**src/design/scc_cfg.svh**
```systemverilog
// Constants of the system clock controller: offsets, fields, reset values, timing.
// Assumes inclusion by the design modules and the bench, by bare name.
`ifndef SCC_CFG_SVH
`define SCC_CFG_SVH

`define SCC_AW 4
`define SCC_DW 8

`define SCC_OFF_SRC_REQ 4'h0
`define SCC_OFF_SRC_CUR 4'h1
`define SCC_OFF_DIV 4'h2
`define SCC_OFF_GATE1 4'h3
`define SCC_OFF_GATE2 4'h4
`define SCC_OFF_TRIM 4'h5
`define SCC_OFF_CLKOUT 4'h6
`define SCC_OFF_CORE 4'h7
`define SCC_OFF_IRQ_STAT 4'h8
`define SCC_OFF_IRQ_MASK 4'h9
`define SCC_OFF_MON_CTRL 4'hA

`define SCC_GATE1_MASK 8'hFB
`define SCC_GATE2_MASK 8'h0C
`define SCC_GATE_RST 8'hFF
`define SCC_DIV_BY8 2'h3
`define SCC_TRIM_SIGN 3
`define SCC_TRIM_COMPAT_MASK 3'h3
`define SCC_TRIM_FULL_MASK 3'h7

`define SCC_CLKOUT_EN 0
`define SCC_CLKOUT_SEL_HI 2
`define SCC_CLKOUT_SEL_LO 1
`define SCC_CORE_STOP 0
`define SCC_IRQ_FAIL 0
`define SCC_IRQ_SWDONE 1
`define SCC_IRQ_W 2
`define SCC_MON_EN 0

`define SCC_OPT_COMPAT_BIT 0
`define SCC_OPT_SLOW_OK_BIT 3

`define SCC_CLK_PERIOD_NS 5
`define SCC_WAKE_STAB_NS 1000
`define SCC_WAKE_STAB_CYC ((`SCC_WAKE_STAB_NS + `SCC_CLK_PERIOD_NS - 1) / `SCC_CLK_PERIOD_NS)
`define SCC_MON_GAP_NS 2000
`define SCC_MON_GAP_CYC (`SCC_MON_GAP_NS / `SCC_CLK_PERIOD_NS)
`define SCC_CNT_W 10

`endif

```
**src/design/scc_pkg.sv**
```systemverilog
// Types shared by the system clock controller modules.
// Takes no numeric constants from scc_cfg.svh; enum widths are written out here.
package scc_pkg;
   typedef enum logic [1:0] {SRC_FAST_RC, SRC_SLOW_RC, SRC_XTAL, SRC_EXT_IN} scc_src_t;
   typedef enum logic {SW_RUN, SW_BREAK} scc_sw_state_t;
   typedef enum logic [1:0] {WK_RUN, WK_HALT, WK_STAB} scc_wk_state_t;
endpackage : scc_pkg

```
**src/design/scc_switch.sv**
```systemverilog
// Break-before-make source switch for the system clock.
// Assumes ready flags synchronous to ref_clk_i.
`timescale 1ns/1ps
`include "scc_cfg.svh"
module scc_switch (
   // Clock and reset
   input wire logic ref_clk_i,
   input wire logic resetn_i,
   // Request
   input wire scc_pkg::scc_src_t target_i,
   input wire logic [3:0] ready_i,
   // Result
   output scc_pkg::scc_src_t cur_o,
   output logic [3:0] src_en_o,
   output logic done_o
);
   import scc_pkg::*;

   scc_sw_state_t state_reg, state_next;
   scc_src_t cur_reg, cur_next;
   scc_src_t pend_reg, pend_next;
   logic [3:0] en_reg, en_next;
   logic done_reg;
   wire want_switch = (target_i != cur_reg) && ready_i[target_i];

   always_comb begin
      state_next = state_reg;
      cur_next = cur_reg;
      pend_next = pend_reg;
      en_next = en_reg;
      unique case (state_reg)
         SW_RUN: begin
            // Old source stays until the new one is ready
            if (want_switch) begin
               state_next = SW_BREAK;
               pend_next = target_i;
               en_next = 4'h0;
            end
         end
         SW_BREAK: begin
            state_next = SW_RUN;
            cur_next = pend_reg;
            en_next = 4'h1 << pend_reg;
         end
      endcase
   end

   always_ff @(posedge ref_clk_i or negedge resetn_i) begin
      if (!resetn_i) begin
         state_reg <= SW_RUN;
         cur_reg <= SRC_FAST_RC;
         pend_reg <= SRC_FAST_RC;
         en_reg <= 4'h1;
         done_reg <= 1'b0;
      end else begin
         state_reg <= state_next;
         cur_reg <= cur_next;
         pend_reg <= pend_next;
         en_reg <= en_next;
         done_reg <= (state_reg == SW_BREAK);
      end
   end

   assign cur_o = cur_reg;
   assign src_en_o = en_reg;
   assign done_o = done_reg;
endmodule : scc_switch

```
**src/design/scc_fail_mon.sv**
```systemverilog
// Missing-edge monitor for the external clock source.
// Assumes the external level is sampled synchronously to ref_clk_i.
`timescale 1ns/1ps
`include "scc_cfg.svh"
module scc_fail_mon (
   // Clock and reset
   input wire logic ref_clk_i,
   input wire logic resetn_i,
   // Watch
   input wire logic enable_i,
   input wire logic ext_lvl_i,
   // Event
   output logic fail_o
);
   logic prev_reg;
   logic fired_reg;
   logic fail_reg;
   logic [`SCC_CNT_W-1:0] gap_reg;
   wire edge_seen = ext_lvl_i != prev_reg;
   wire gap_full = gap_reg == `SCC_CNT_W'(`SCC_MON_GAP_CYC - 1);

   // One event per watch period; avoids a storm while the switch completes
   always_ff @(posedge ref_clk_i or negedge resetn_i) begin
      if (!resetn_i) begin
         prev_reg <= 1'b0;
         fired_reg <= 1'b0;
         fail_reg <= 1'b0;
         gap_reg <= '0;
      end else begin
         prev_reg <= ext_lvl_i;
         fail_reg <= enable_i && !fired_reg && gap_full && !edge_seen;
         fired_reg <= enable_i && (fired_reg || (gap_full && !edge_seen));
         gap_reg <= (!enable_i || edge_seen || gap_full) ? '0 : gap_reg + 1'b1;
      end
   end

   assign fail_o = fail_reg;
endmodule : scc_fail_mon

```
**src/design/scc_clock_ctrl.sv**
```systemverilog
// System clock controller: source selection, division, gating, wakeup,
// failure monitor, trim, clock output and its register port.
// Assumes oscillator ready flags and sampled source levels synchronous to ref_clk_i.
//
// Added by the designer: the plain strobed port and the register addresses.
`timescale 1ns/1ps
`include "scc_cfg.svh"
module scc_clock_ctrl (
   // Clock and reset
   input wire logic ref_clk_i,
   input wire logic resetn_i,
   // Register port
   input wire logic [`SCC_AW-1:0] reg_addr_i,
   input wire logic [`SCC_DW-1:0] reg_wdata_i,
   input wire logic reg_wr_i,
   input wire logic reg_rd_i,
   output logic [`SCC_DW-1:0] reg_rdata_o,
   // Oscillators
   input wire logic [3:0] src_ready_i,
   input wire logic [3:0] src_lvl_i,
   input wire logic [7:0] factory_trim_i,
   // Option byte pair
   input wire logic [7:0] option_byte_three_i,
   input wire logic [7:0] option_byte_three_inverse_i,
   // Power mode
   input wire logic halt_i,
   // Clock controls
   output scc_pkg::scc_src_t sys_src_o,
   output logic [3:0] src_en_o,
   output logic [1:0] sys_div_o,
   output logic core_clk_en_o,
   output logic [15:0] periph_clk_en_o,
   output logic slow_rc_en_o,
   output logic clock_output_o,
   output logic [7:0] rc_trim_o,
   // Interrupt
   output logic irq_o
);
   import scc_pkg::*;

   scc_src_t src_req_reg, src_req_next;
   scc_src_t saved_src_reg;
   scc_src_t cur_src;
   scc_wk_state_t wk_reg, wk_next;
   logic [1:0] div_reg, div_next;
   logic [1:0] saved_div_reg;
   logic [7:0] gate1_reg;
   logic [7:0] gate2_reg;
   logic [3:0] trim_reg;
   logic [2:0] clkout_reg;
   logic core_stop_reg;
   logic [`SCC_IRQ_W-1:0] stat_reg;
   logic [`SCC_IRQ_W-1:0] mask_reg;
   logic mon_en_reg;
   logic [`SCC_CNT_W-1:0] stab_reg;
   logic [`SCC_DW-1:0] rdata_reg;
   logic clkout_reg_q;
   logic [7:0] trim_out_reg;
   logic sw_done;
   logic mon_fail;

   // Address decode
   wire wr_req = reg_wr_i && reg_addr_i == `SCC_OFF_SRC_REQ;
   wire wr_div = reg_wr_i && reg_addr_i == `SCC_OFF_DIV;
   wire wr_g1 = reg_wr_i && reg_addr_i == `SCC_OFF_GATE1;
   wire wr_g2 = reg_wr_i && reg_addr_i == `SCC_OFF_GATE2;
   wire wr_trim = reg_wr_i && reg_addr_i == `SCC_OFF_TRIM;
   wire wr_cko = reg_wr_i && reg_addr_i == `SCC_OFF_CLKOUT;
   wire wr_core = reg_wr_i && reg_addr_i == `SCC_OFF_CORE;
   wire wr_stat = reg_wr_i && reg_addr_i == `SCC_OFF_IRQ_STAT;
   wire wr_mask = reg_wr_i && reg_addr_i == `SCC_OFF_IRQ_MASK;
   wire wr_mon = reg_wr_i && reg_addr_i == `SCC_OFF_MON_CTRL;

   // Option pair is only honoured when the two bytes are complementary
   wire opt_valid = option_byte_three_i == ~option_byte_three_inverse_i;
   wire compat_trim_select = opt_valid && option_byte_three_i[`SCC_OPT_COMPAT_BIT];
   wire slow_rc_sysclk_allow = opt_valid && option_byte_three_i[`SCC_OPT_SLOW_OK_BIT];
   wire scc_src_t wr_src = scc_src_t'(reg_wdata_i[1:0]);
   wire req_ok = (wr_src != SRC_SLOW_RC) || slow_rc_sysclk_allow;
   wire ext_in_use = (cur_src == SRC_XTAL) || (cur_src == SRC_EXT_IN);
   wire in_wake = wk_reg != WK_RUN;
   wire stab_done = stab_reg == `SCC_CNT_W'(`SCC_WAKE_STAB_CYC - 1);
   wire [`SCC_IRQ_W-1:0] events = {sw_done, mon_fail};

   // Requested source and divider, with wakeup and failure overrides
   always_comb begin
      wk_next = wk_reg;
      src_req_next = src_req_reg;
      div_next = div_reg;
      if (wr_req && req_ok && !in_wake)
         src_req_next = wr_src;
      if (wr_div && !in_wake)
         div_next = reg_wdata_i[1:0];
      unique case (wk_reg)
         WK_RUN: begin
            if (halt_i)
               wk_next = WK_HALT;
         end
         WK_HALT: begin
            if (!halt_i) begin
               wk_next = WK_STAB;
               src_req_next = SRC_FAST_RC;
               div_next = `SCC_DIV_BY8;
            end
         end
         WK_STAB: begin
            if (stab_done) begin
               wk_next = WK_RUN;
               src_req_next = saved_src_reg;
               div_next = saved_div_reg;
            end
         end
         default: wk_next = WK_RUN;
      endcase
      if (mon_fail) begin
         src_req_next = SRC_FAST_RC;
         div_next = `SCC_DIV_BY8;
      end
   end

   always_ff @(posedge ref_clk_i or negedge resetn_i) begin
      if (!resetn_i) begin
         wk_reg <= WK_RUN;
         src_req_reg <= SRC_FAST_RC;
         div_reg <= `SCC_DIV_BY8;
         saved_src_reg <= SRC_FAST_RC;
         saved_div_reg <= `SCC_DIV_BY8;
         stab_reg <= '0;
      end else begin
         wk_reg <= wk_next;
         src_req_reg <= src_req_next;
         div_reg <= div_next;
         // Restarts on every stabilisation; the restore fires on its last count
         stab_reg <= (wk_reg == WK_STAB) ? stab_reg + 1'b1 : '0;
         if (wk_reg == WK_RUN && halt_i) begin
            saved_src_reg <= src_req_reg;
            saved_div_reg <= div_reg;
         end
      end
   end

   // Software settings
   always_ff @(posedge ref_clk_i or negedge resetn_i) begin
      if (!resetn_i) begin
         gate1_reg <= `SCC_GATE_RST & `SCC_GATE1_MASK;
         gate2_reg <= `SCC_GATE_RST & `SCC_GATE2_MASK;
         trim_reg <= 4'h0;
         clkout_reg <= 3'h0;
         core_stop_reg <= 1'b0;
         mask_reg <= '0;
         mon_en_reg <= 1'b0;
      end else begin
         if (wr_g1)
            gate1_reg <= reg_wdata_i & `SCC_GATE1_MASK;
         if (wr_g2)
            gate2_reg <= reg_wdata_i & `SCC_GATE2_MASK;
         if (wr_trim)
            trim_reg <= reg_wdata_i[3:0];
         if (wr_cko)
            clkout_reg <= reg_wdata_i[2:0];
         if (wr_core)
            core_stop_reg <= reg_wdata_i[`SCC_CORE_STOP];
         if (wr_mask)
            mask_reg <= reg_wdata_i[`SCC_IRQ_W-1:0];
         if (wr_mon)
            mon_en_reg <= reg_wdata_i[`SCC_MON_EN];
      end
   end

   // Sticky status, write one to clear; a new event beats the clear
   always_ff @(posedge ref_clk_i or negedge resetn_i) begin
      if (!resetn_i)
         stat_reg <= '0;
      else
         stat_reg <= (stat_reg & ~(wr_stat ? reg_wdata_i[`SCC_IRQ_W-1:0] : '0)) | events;
   end

   assign irq_o = |(stat_reg & mask_reg);

   // Trim adjust: sign and magnitude added on top of factory value
   wire [2:0] trim_mag = trim_reg[2:0] & (compat_trim_select ? `SCC_TRIM_COMPAT_MASK : `SCC_TRIM_FULL_MASK);
   wire [7:0] trim_sum = trim_reg[`SCC_TRIM_SIGN] ? factory_trim_i - {5'h0, trim_mag}
                                                  : factory_trim_i + {5'h0, trim_mag};
   // Clock output follows the sampled level of the chosen source
   wire cko_lvl = src_lvl_i[clkout_reg[`SCC_CLKOUT_SEL_HI:`SCC_CLKOUT_SEL_LO]];

   always_ff @(posedge ref_clk_i or negedge resetn_i) begin
      if (!resetn_i) begin
         trim_out_reg <= 8'h00;
         clkout_reg_q <= 1'b0;
      end else begin
         trim_out_reg <= trim_sum;
         clkout_reg_q <= clkout_reg[`SCC_CLKOUT_EN] && cko_lvl;
      end
   end

   // Read path, data valid the cycle after the strobe
   logic [`SCC_DW-1:0] rd_mux;
   always_comb begin
      rd_mux = 8'h00;
      unique case (reg_addr_i)
         `SCC_OFF_SRC_REQ: rd_mux = {6'h00, src_req_reg};
         `SCC_OFF_SRC_CUR: rd_mux = {6'h00, cur_src};
         `SCC_OFF_DIV: rd_mux = {6'h00, div_reg};
         `SCC_OFF_GATE1: rd_mux = gate1_reg;
         `SCC_OFF_GATE2: rd_mux = gate2_reg;
         `SCC_OFF_TRIM: rd_mux = {4'h0, trim_reg};
         `SCC_OFF_CLKOUT: rd_mux = {5'h00, clkout_reg};
         `SCC_OFF_CORE: rd_mux = {7'h00, core_stop_reg};
         `SCC_OFF_IRQ_STAT: rd_mux = {6'h00, stat_reg};
         `SCC_OFF_IRQ_MASK: rd_mux = {6'h00, mask_reg};
         `SCC_OFF_MON_CTRL: rd_mux = {7'h00, mon_en_reg};
         default: rd_mux = 8'h00;
      endcase
   end

   always_ff @(posedge ref_clk_i or negedge resetn_i) begin
      if (!resetn_i)
         rdata_reg <= 8'h00;
      else
         rdata_reg <= reg_rd_i ? rd_mux : 8'h00;
   end

   scc_switch u_switch (
      .ref_clk_i(ref_clk_i),
      .resetn_i(resetn_i),
      .target_i(src_req_reg),
      .ready_i(src_ready_i),
      .cur_o(cur_src),
      .src_en_o(src_en_o),
      .done_o(sw_done)
   );

   scc_fail_mon u_fail_mon (
      .ref_clk_i(ref_clk_i),
      .resetn_i(resetn_i),
      .enable_i(mon_en_reg && ext_in_use),
      .ext_lvl_i(src_lvl_i[cur_src]),
      .fail_o(mon_fail)
   );

   // Peripheral clock enables, one per gate bit
   genvar gi;
   generate
      for (gi = 0; gi < 8; gi++) begin : g_gate
         assign periph_clk_en_o[gi] = gate1_reg[gi];
         assign periph_clk_en_o[gi+8] = gate2_reg[gi];
      end
   endgenerate

   assign reg_rdata_o = rdata_reg;
   assign sys_src_o = cur_src;
   assign sys_div_o = div_reg;
   assign core_clk_en_o = !core_stop_reg && wk_reg != WK_HALT;
   // Slow RC never stops: watchdog and wakeup timer depend on it
   assign slow_rc_en_o = 1'b1;
   assign clock_output_o = clkout_reg_q;
   assign rc_trim_o = trim_out_reg;
endmodule : scc_clock_ctrl

```
**config.mk**
```make
export PLATFORM = sky130hd
export DESIGN_NAME = scc_clock_ctrl
export DESIGN_NICKNAME = d
export VERILOG_FILES = /design/src/design/scc_pkg.sv /design/src/design/scc_switch.sv /design/src/design/scc_fail_mon.sv /design/src/design/scc_clock_ctrl.sv
export VERILOG_INCLUDE_DIRS = /design/src /design/src/design
export SDC_FILE = /design/constraint.sdc
export NUM_CORES = 1
export LEC_CHECK = 0
export BUFFER_PORTS_ARGS = -buffer_cell sky130_fd_sc_hd__buf_2
export CAP_MARGIN = 0
export CORE_MARGIN = 2
export CORE_UTILIZATION = 54
export CTS_CLUSTER_DIAMETER = 40
export DETAILED_ROUTE_END_ITERATION = 10
export GPL_TIMING_DRIVEN = 0
export PLACE_DENSITY = 0.84
export SYNTH_ARGS = -nofsm -noshare
export SYNTH_HDL_FRONTEND = slang
export SYNTH_HIERARCHICAL = 1
export SYNTH_SLANG_ARGS = --single-unit
export TNS_END_PERCENT = 50
```
**constraint.sdc**
```tcl
create_clock -name ref_clk_i -period 2.7 [get_ports ref_clk_i]
set_input_delay 0.54 -clock ref_clk_i [delete_from_list [all_inputs] [get_ports ref_clk_i]]
set_output_delay 0.54 -clock ref_clk_i [all_outputs]
set_load 0.01 [all_outputs]
```
==> key figures <==
STA
  • Final WS setup: -0.0142 ns
  • Worst-case clock skew: 0.00807 ns
  • Final Hold Viols: 0
  • Final Setup Violations: 2
  • RSZ-0062 raised after global routing: true
  • Max-slew headroom: 0.603
  • Fin crit share: 1.01
  • Setup TNS: -0.0208 ns
  • Max Fclk: 368 MHz
  • Worst-margin pin slew: ~0.59 ns
  • Hold Worst Slack: 0.00803 ns
  • Slew Limit Fails: 0
  • Min cycle time layout: 2.71 ns

Outcome
  • Status: finished with violations
  • Failing checks: setup timing

Worst setup path
  • WS Path Type: in2reg
  • Critical Path RT: 2.97 ns
  • Critical path data arrival time: approximately 3.0 ns
  • Startpoint types: primary input
  • Largest fanout on the critical path: 2
  • Cell Chain, Critical Path: buf_6 -> xor2_2 -> nand4_1 -> buf_4 -> buf_4 -> buf_4 -> buf_4 -> buf_4 -> buf_4 -> buf_4 -> buf_4 -> buf_4 -> buf_4 -> buf_4 -> nor4_1 -> o32ai_1 -> o21ai_0
  • Most common cell on crit path: buf_4
  • Slowest cell on crit path: nor4_1
  • Internal reg-to-reg setup slack: 0.14 ns
  • Worst reg2reg path depth: 9
  • Crit path capture type: register
  • Crit-path max cell delay: roughly 0.28 ns
  • Reg2Reg Launch Point: trim_reg[0]
  • RR Endpoint: rc_trim_o[7]

Yosys
  • Sequential fraction of the synthesis area: 0.482
  • Seq cells post-synth: 82
  • Synth unique cells: 59
  • YS warnings: 6
  • Primary FF master, synth: dfrtp_1
  • Cells after synthesis: just under 400
  • Synth top area cells: dfrtp_1 40%, dfstp_2 8.6%, mux2_2 5.5%
  • Most frequent cell after synthesis: dfrtp_1
  • Yosys top cell area share: 0.396
  • Synthesized area per cell: 10.8 um^2
  • Asr flop ratio synth: 1.00
  • Cell area after synthesis: roughly 4300 um^2
  • Leading cell types by count after synthesis: 68 x dfrtp_1, 28 x nand2_1, 22 x inv_1, 22 x nor2_1, 21 x mux2_2
  • Post-synth EDFFs: 0
  • Post-synth top area cell: dfrtp_1

Clock tree
  • Clock slew at reported path FFs: 0.08 ns
  • CTS tree: done
  • Clock sink count: 82
  • Clock tree buffer depth: 2
  • Number of buffers created by CTS: 9
  • CTS Root Cell: clkbuf_8
  • Clk_lat worst skew: 0.35 ns
  • Clock H-tree levels: 3

Global routing
  • GRT Total Usage: 0.227
  • First-pass GRT wire length: ~16000 um
  • Largest net degree at the start of global routing: 75
  • Total grt overflow: 0
  • Initial antenna violation count: 0
  • Vias in the first global route: 3388

Layout
  • Final instance area: roughly 5300 um^2
  • Layout cells sized above 1: 0.343
  • Non-Filler Instances: between 600 and 700
  • Area delta synth->final: 22.7%
  • Ant diodes: 0
  • Fin nets: 576

Power and ir drop
  • Leak: 0.00246 uW
  • Peak VDD IR: 0.359 mV
  • Power per cell area: about 640 nW/um^2

Die
  • Core area: approximately 7700 um^2
  • Initial Util: 0.556
  • Die area: 8680 um^2
  • Die X: 93.2 um
  • FP Rows: 32
  • Die H: 93.2 um
  • # IOs: 93

Route
  • DR pass1 iterations: 5
  • Drt total wl: 9910 um
  • Drt first-iter violations: between 100 and 150
  • Drc violations: 0
  • Routed len/inst: 16.0 um
  • Antenna viol nets, final: 0
  • Detail-routed via count per cell: 5.63
  • DR vias: 3482

Placement
  • Placement Cell Area: 4890 um^2
  • Placed insts: 589
  • Gpl congestion: slightly below 0.9
  • Hpwl dp: 6860 um
  • I/O Buffers: 83

Run
  • Max-cap violation count: 0

Worst hold path
  • Worst Hold Class: in2async
==> worst max-delay path by stage <==
stage / start / end
6_report: option_byte_three_inverse_i[0] / src_req_reg[0]
3_3_place_gp: option_byte_three_i[0] / rc_trim_o[7]
2_1_floorplan: option_byte_three_inverse_i[5] / rc_trim_o[7]
3_5_place_dp: option_byte_three_i[0] / rc_trim_o[7]
4_1_cts: option_byte_three_i[0] / rc_trim_o[7]
5_1_grt: option_byte_three_inverse_i[2] / rc_trim_o[7]
==> cell usage in the layout, fill, tap and decap left out, types with 6 or more instances in the layout <==
master and instances:
a21oi_1 9, and2_1 19, buf_2 80, buf_4 22
clkbuf_1 7, clkbuf_8 9, conb_1 8, dfrtp_1 68
dfstp_2 14, ha_1 15, inv_1 22, mux2_2 21
mux2i_1 6, nand2_1 28, nand3_1 12, nand4_1 7
nor2_1 21, nor3_1 6, o21ai_0 18, or3_1 6
xnor2_1 11, xor2_1 14
==> where the power goes <==
group | internal [uW] | total, uW | switching, uW
sequential | 1420 | 1540 | 121
clock | 521 | 959 | 438
combinational | 435 | 898 | 462
total | 2370 | 3390 | 1020
==> critical path: cells and delay by family <==
family,cells,cell delay (ns)
XOR/XNOR,1,0.19
AND/OR/NAND/NOR,2,0.46
buffers and inverters,12,1.48
AO/OA/AOI/OAI,2,0.32
==> metrics by stage <==
stage / utilization / setup slack (ns) / total power, uW
2_1_floorplan: - / 0.0296 / 2070
3_3_place_gp: 0.629 / -0.417 / 2330
3_5_place_dp: 0.633 / -0.559 / 2390
4_1_cts: 0.674 / -0.000605 / 3370
5_1_grt: 0.682 / -0.171 / 3560
6_report: 0.682 / -0.0142 / 3390
==> layer usage <==
layer	vias to the layer above	part of all wire	wire length [um]	track usage
li1	1615	-	-	-
met1	1703	0.41	4060	0.277
met2	140	0.52	5110	0.396
met3	24	0.051	510	0.0387
met4	0	0.023	226	0.103
met5	-	0	0	0
==> what timing repair did <==
action                     4_1_cts  5_1_grt
hold buffers                     0        0
setup endpoints to repair        3        4
gates cloned                     0        0
buffers inserted                12        1
pin swaps                        5        7
resized for setup                4       10
==> area by class of cell <==
| type | instances | area (um^2) |
|---|---|---|
| multi-input combinational | 283 | 2110 |
| buffer | 16 | 93.8 |
| fill | 573 | 2460 |
| tap | 102 | 128 |
| inverter | 22 | 82.6 |
| clock buffer | 11 | 131 |
| clock inverter | 5 | 78.8 |
| timing repair buffer | 97 | 574 |
| sequential | 82 | 2070 |
==> cells by family after synthesis <==
group           after synthesis  synth area share
simple gates                129             0.163
flops                        82             0.482
compound gates               67             0.106
buf+inv                      38            0.0411
mux                          35             0.101
xor+xnor                     28            0.0571
fa+ha+maj                    16            0.0484
other cells                   2           0.00175
(Power assumes the default switching activity.)
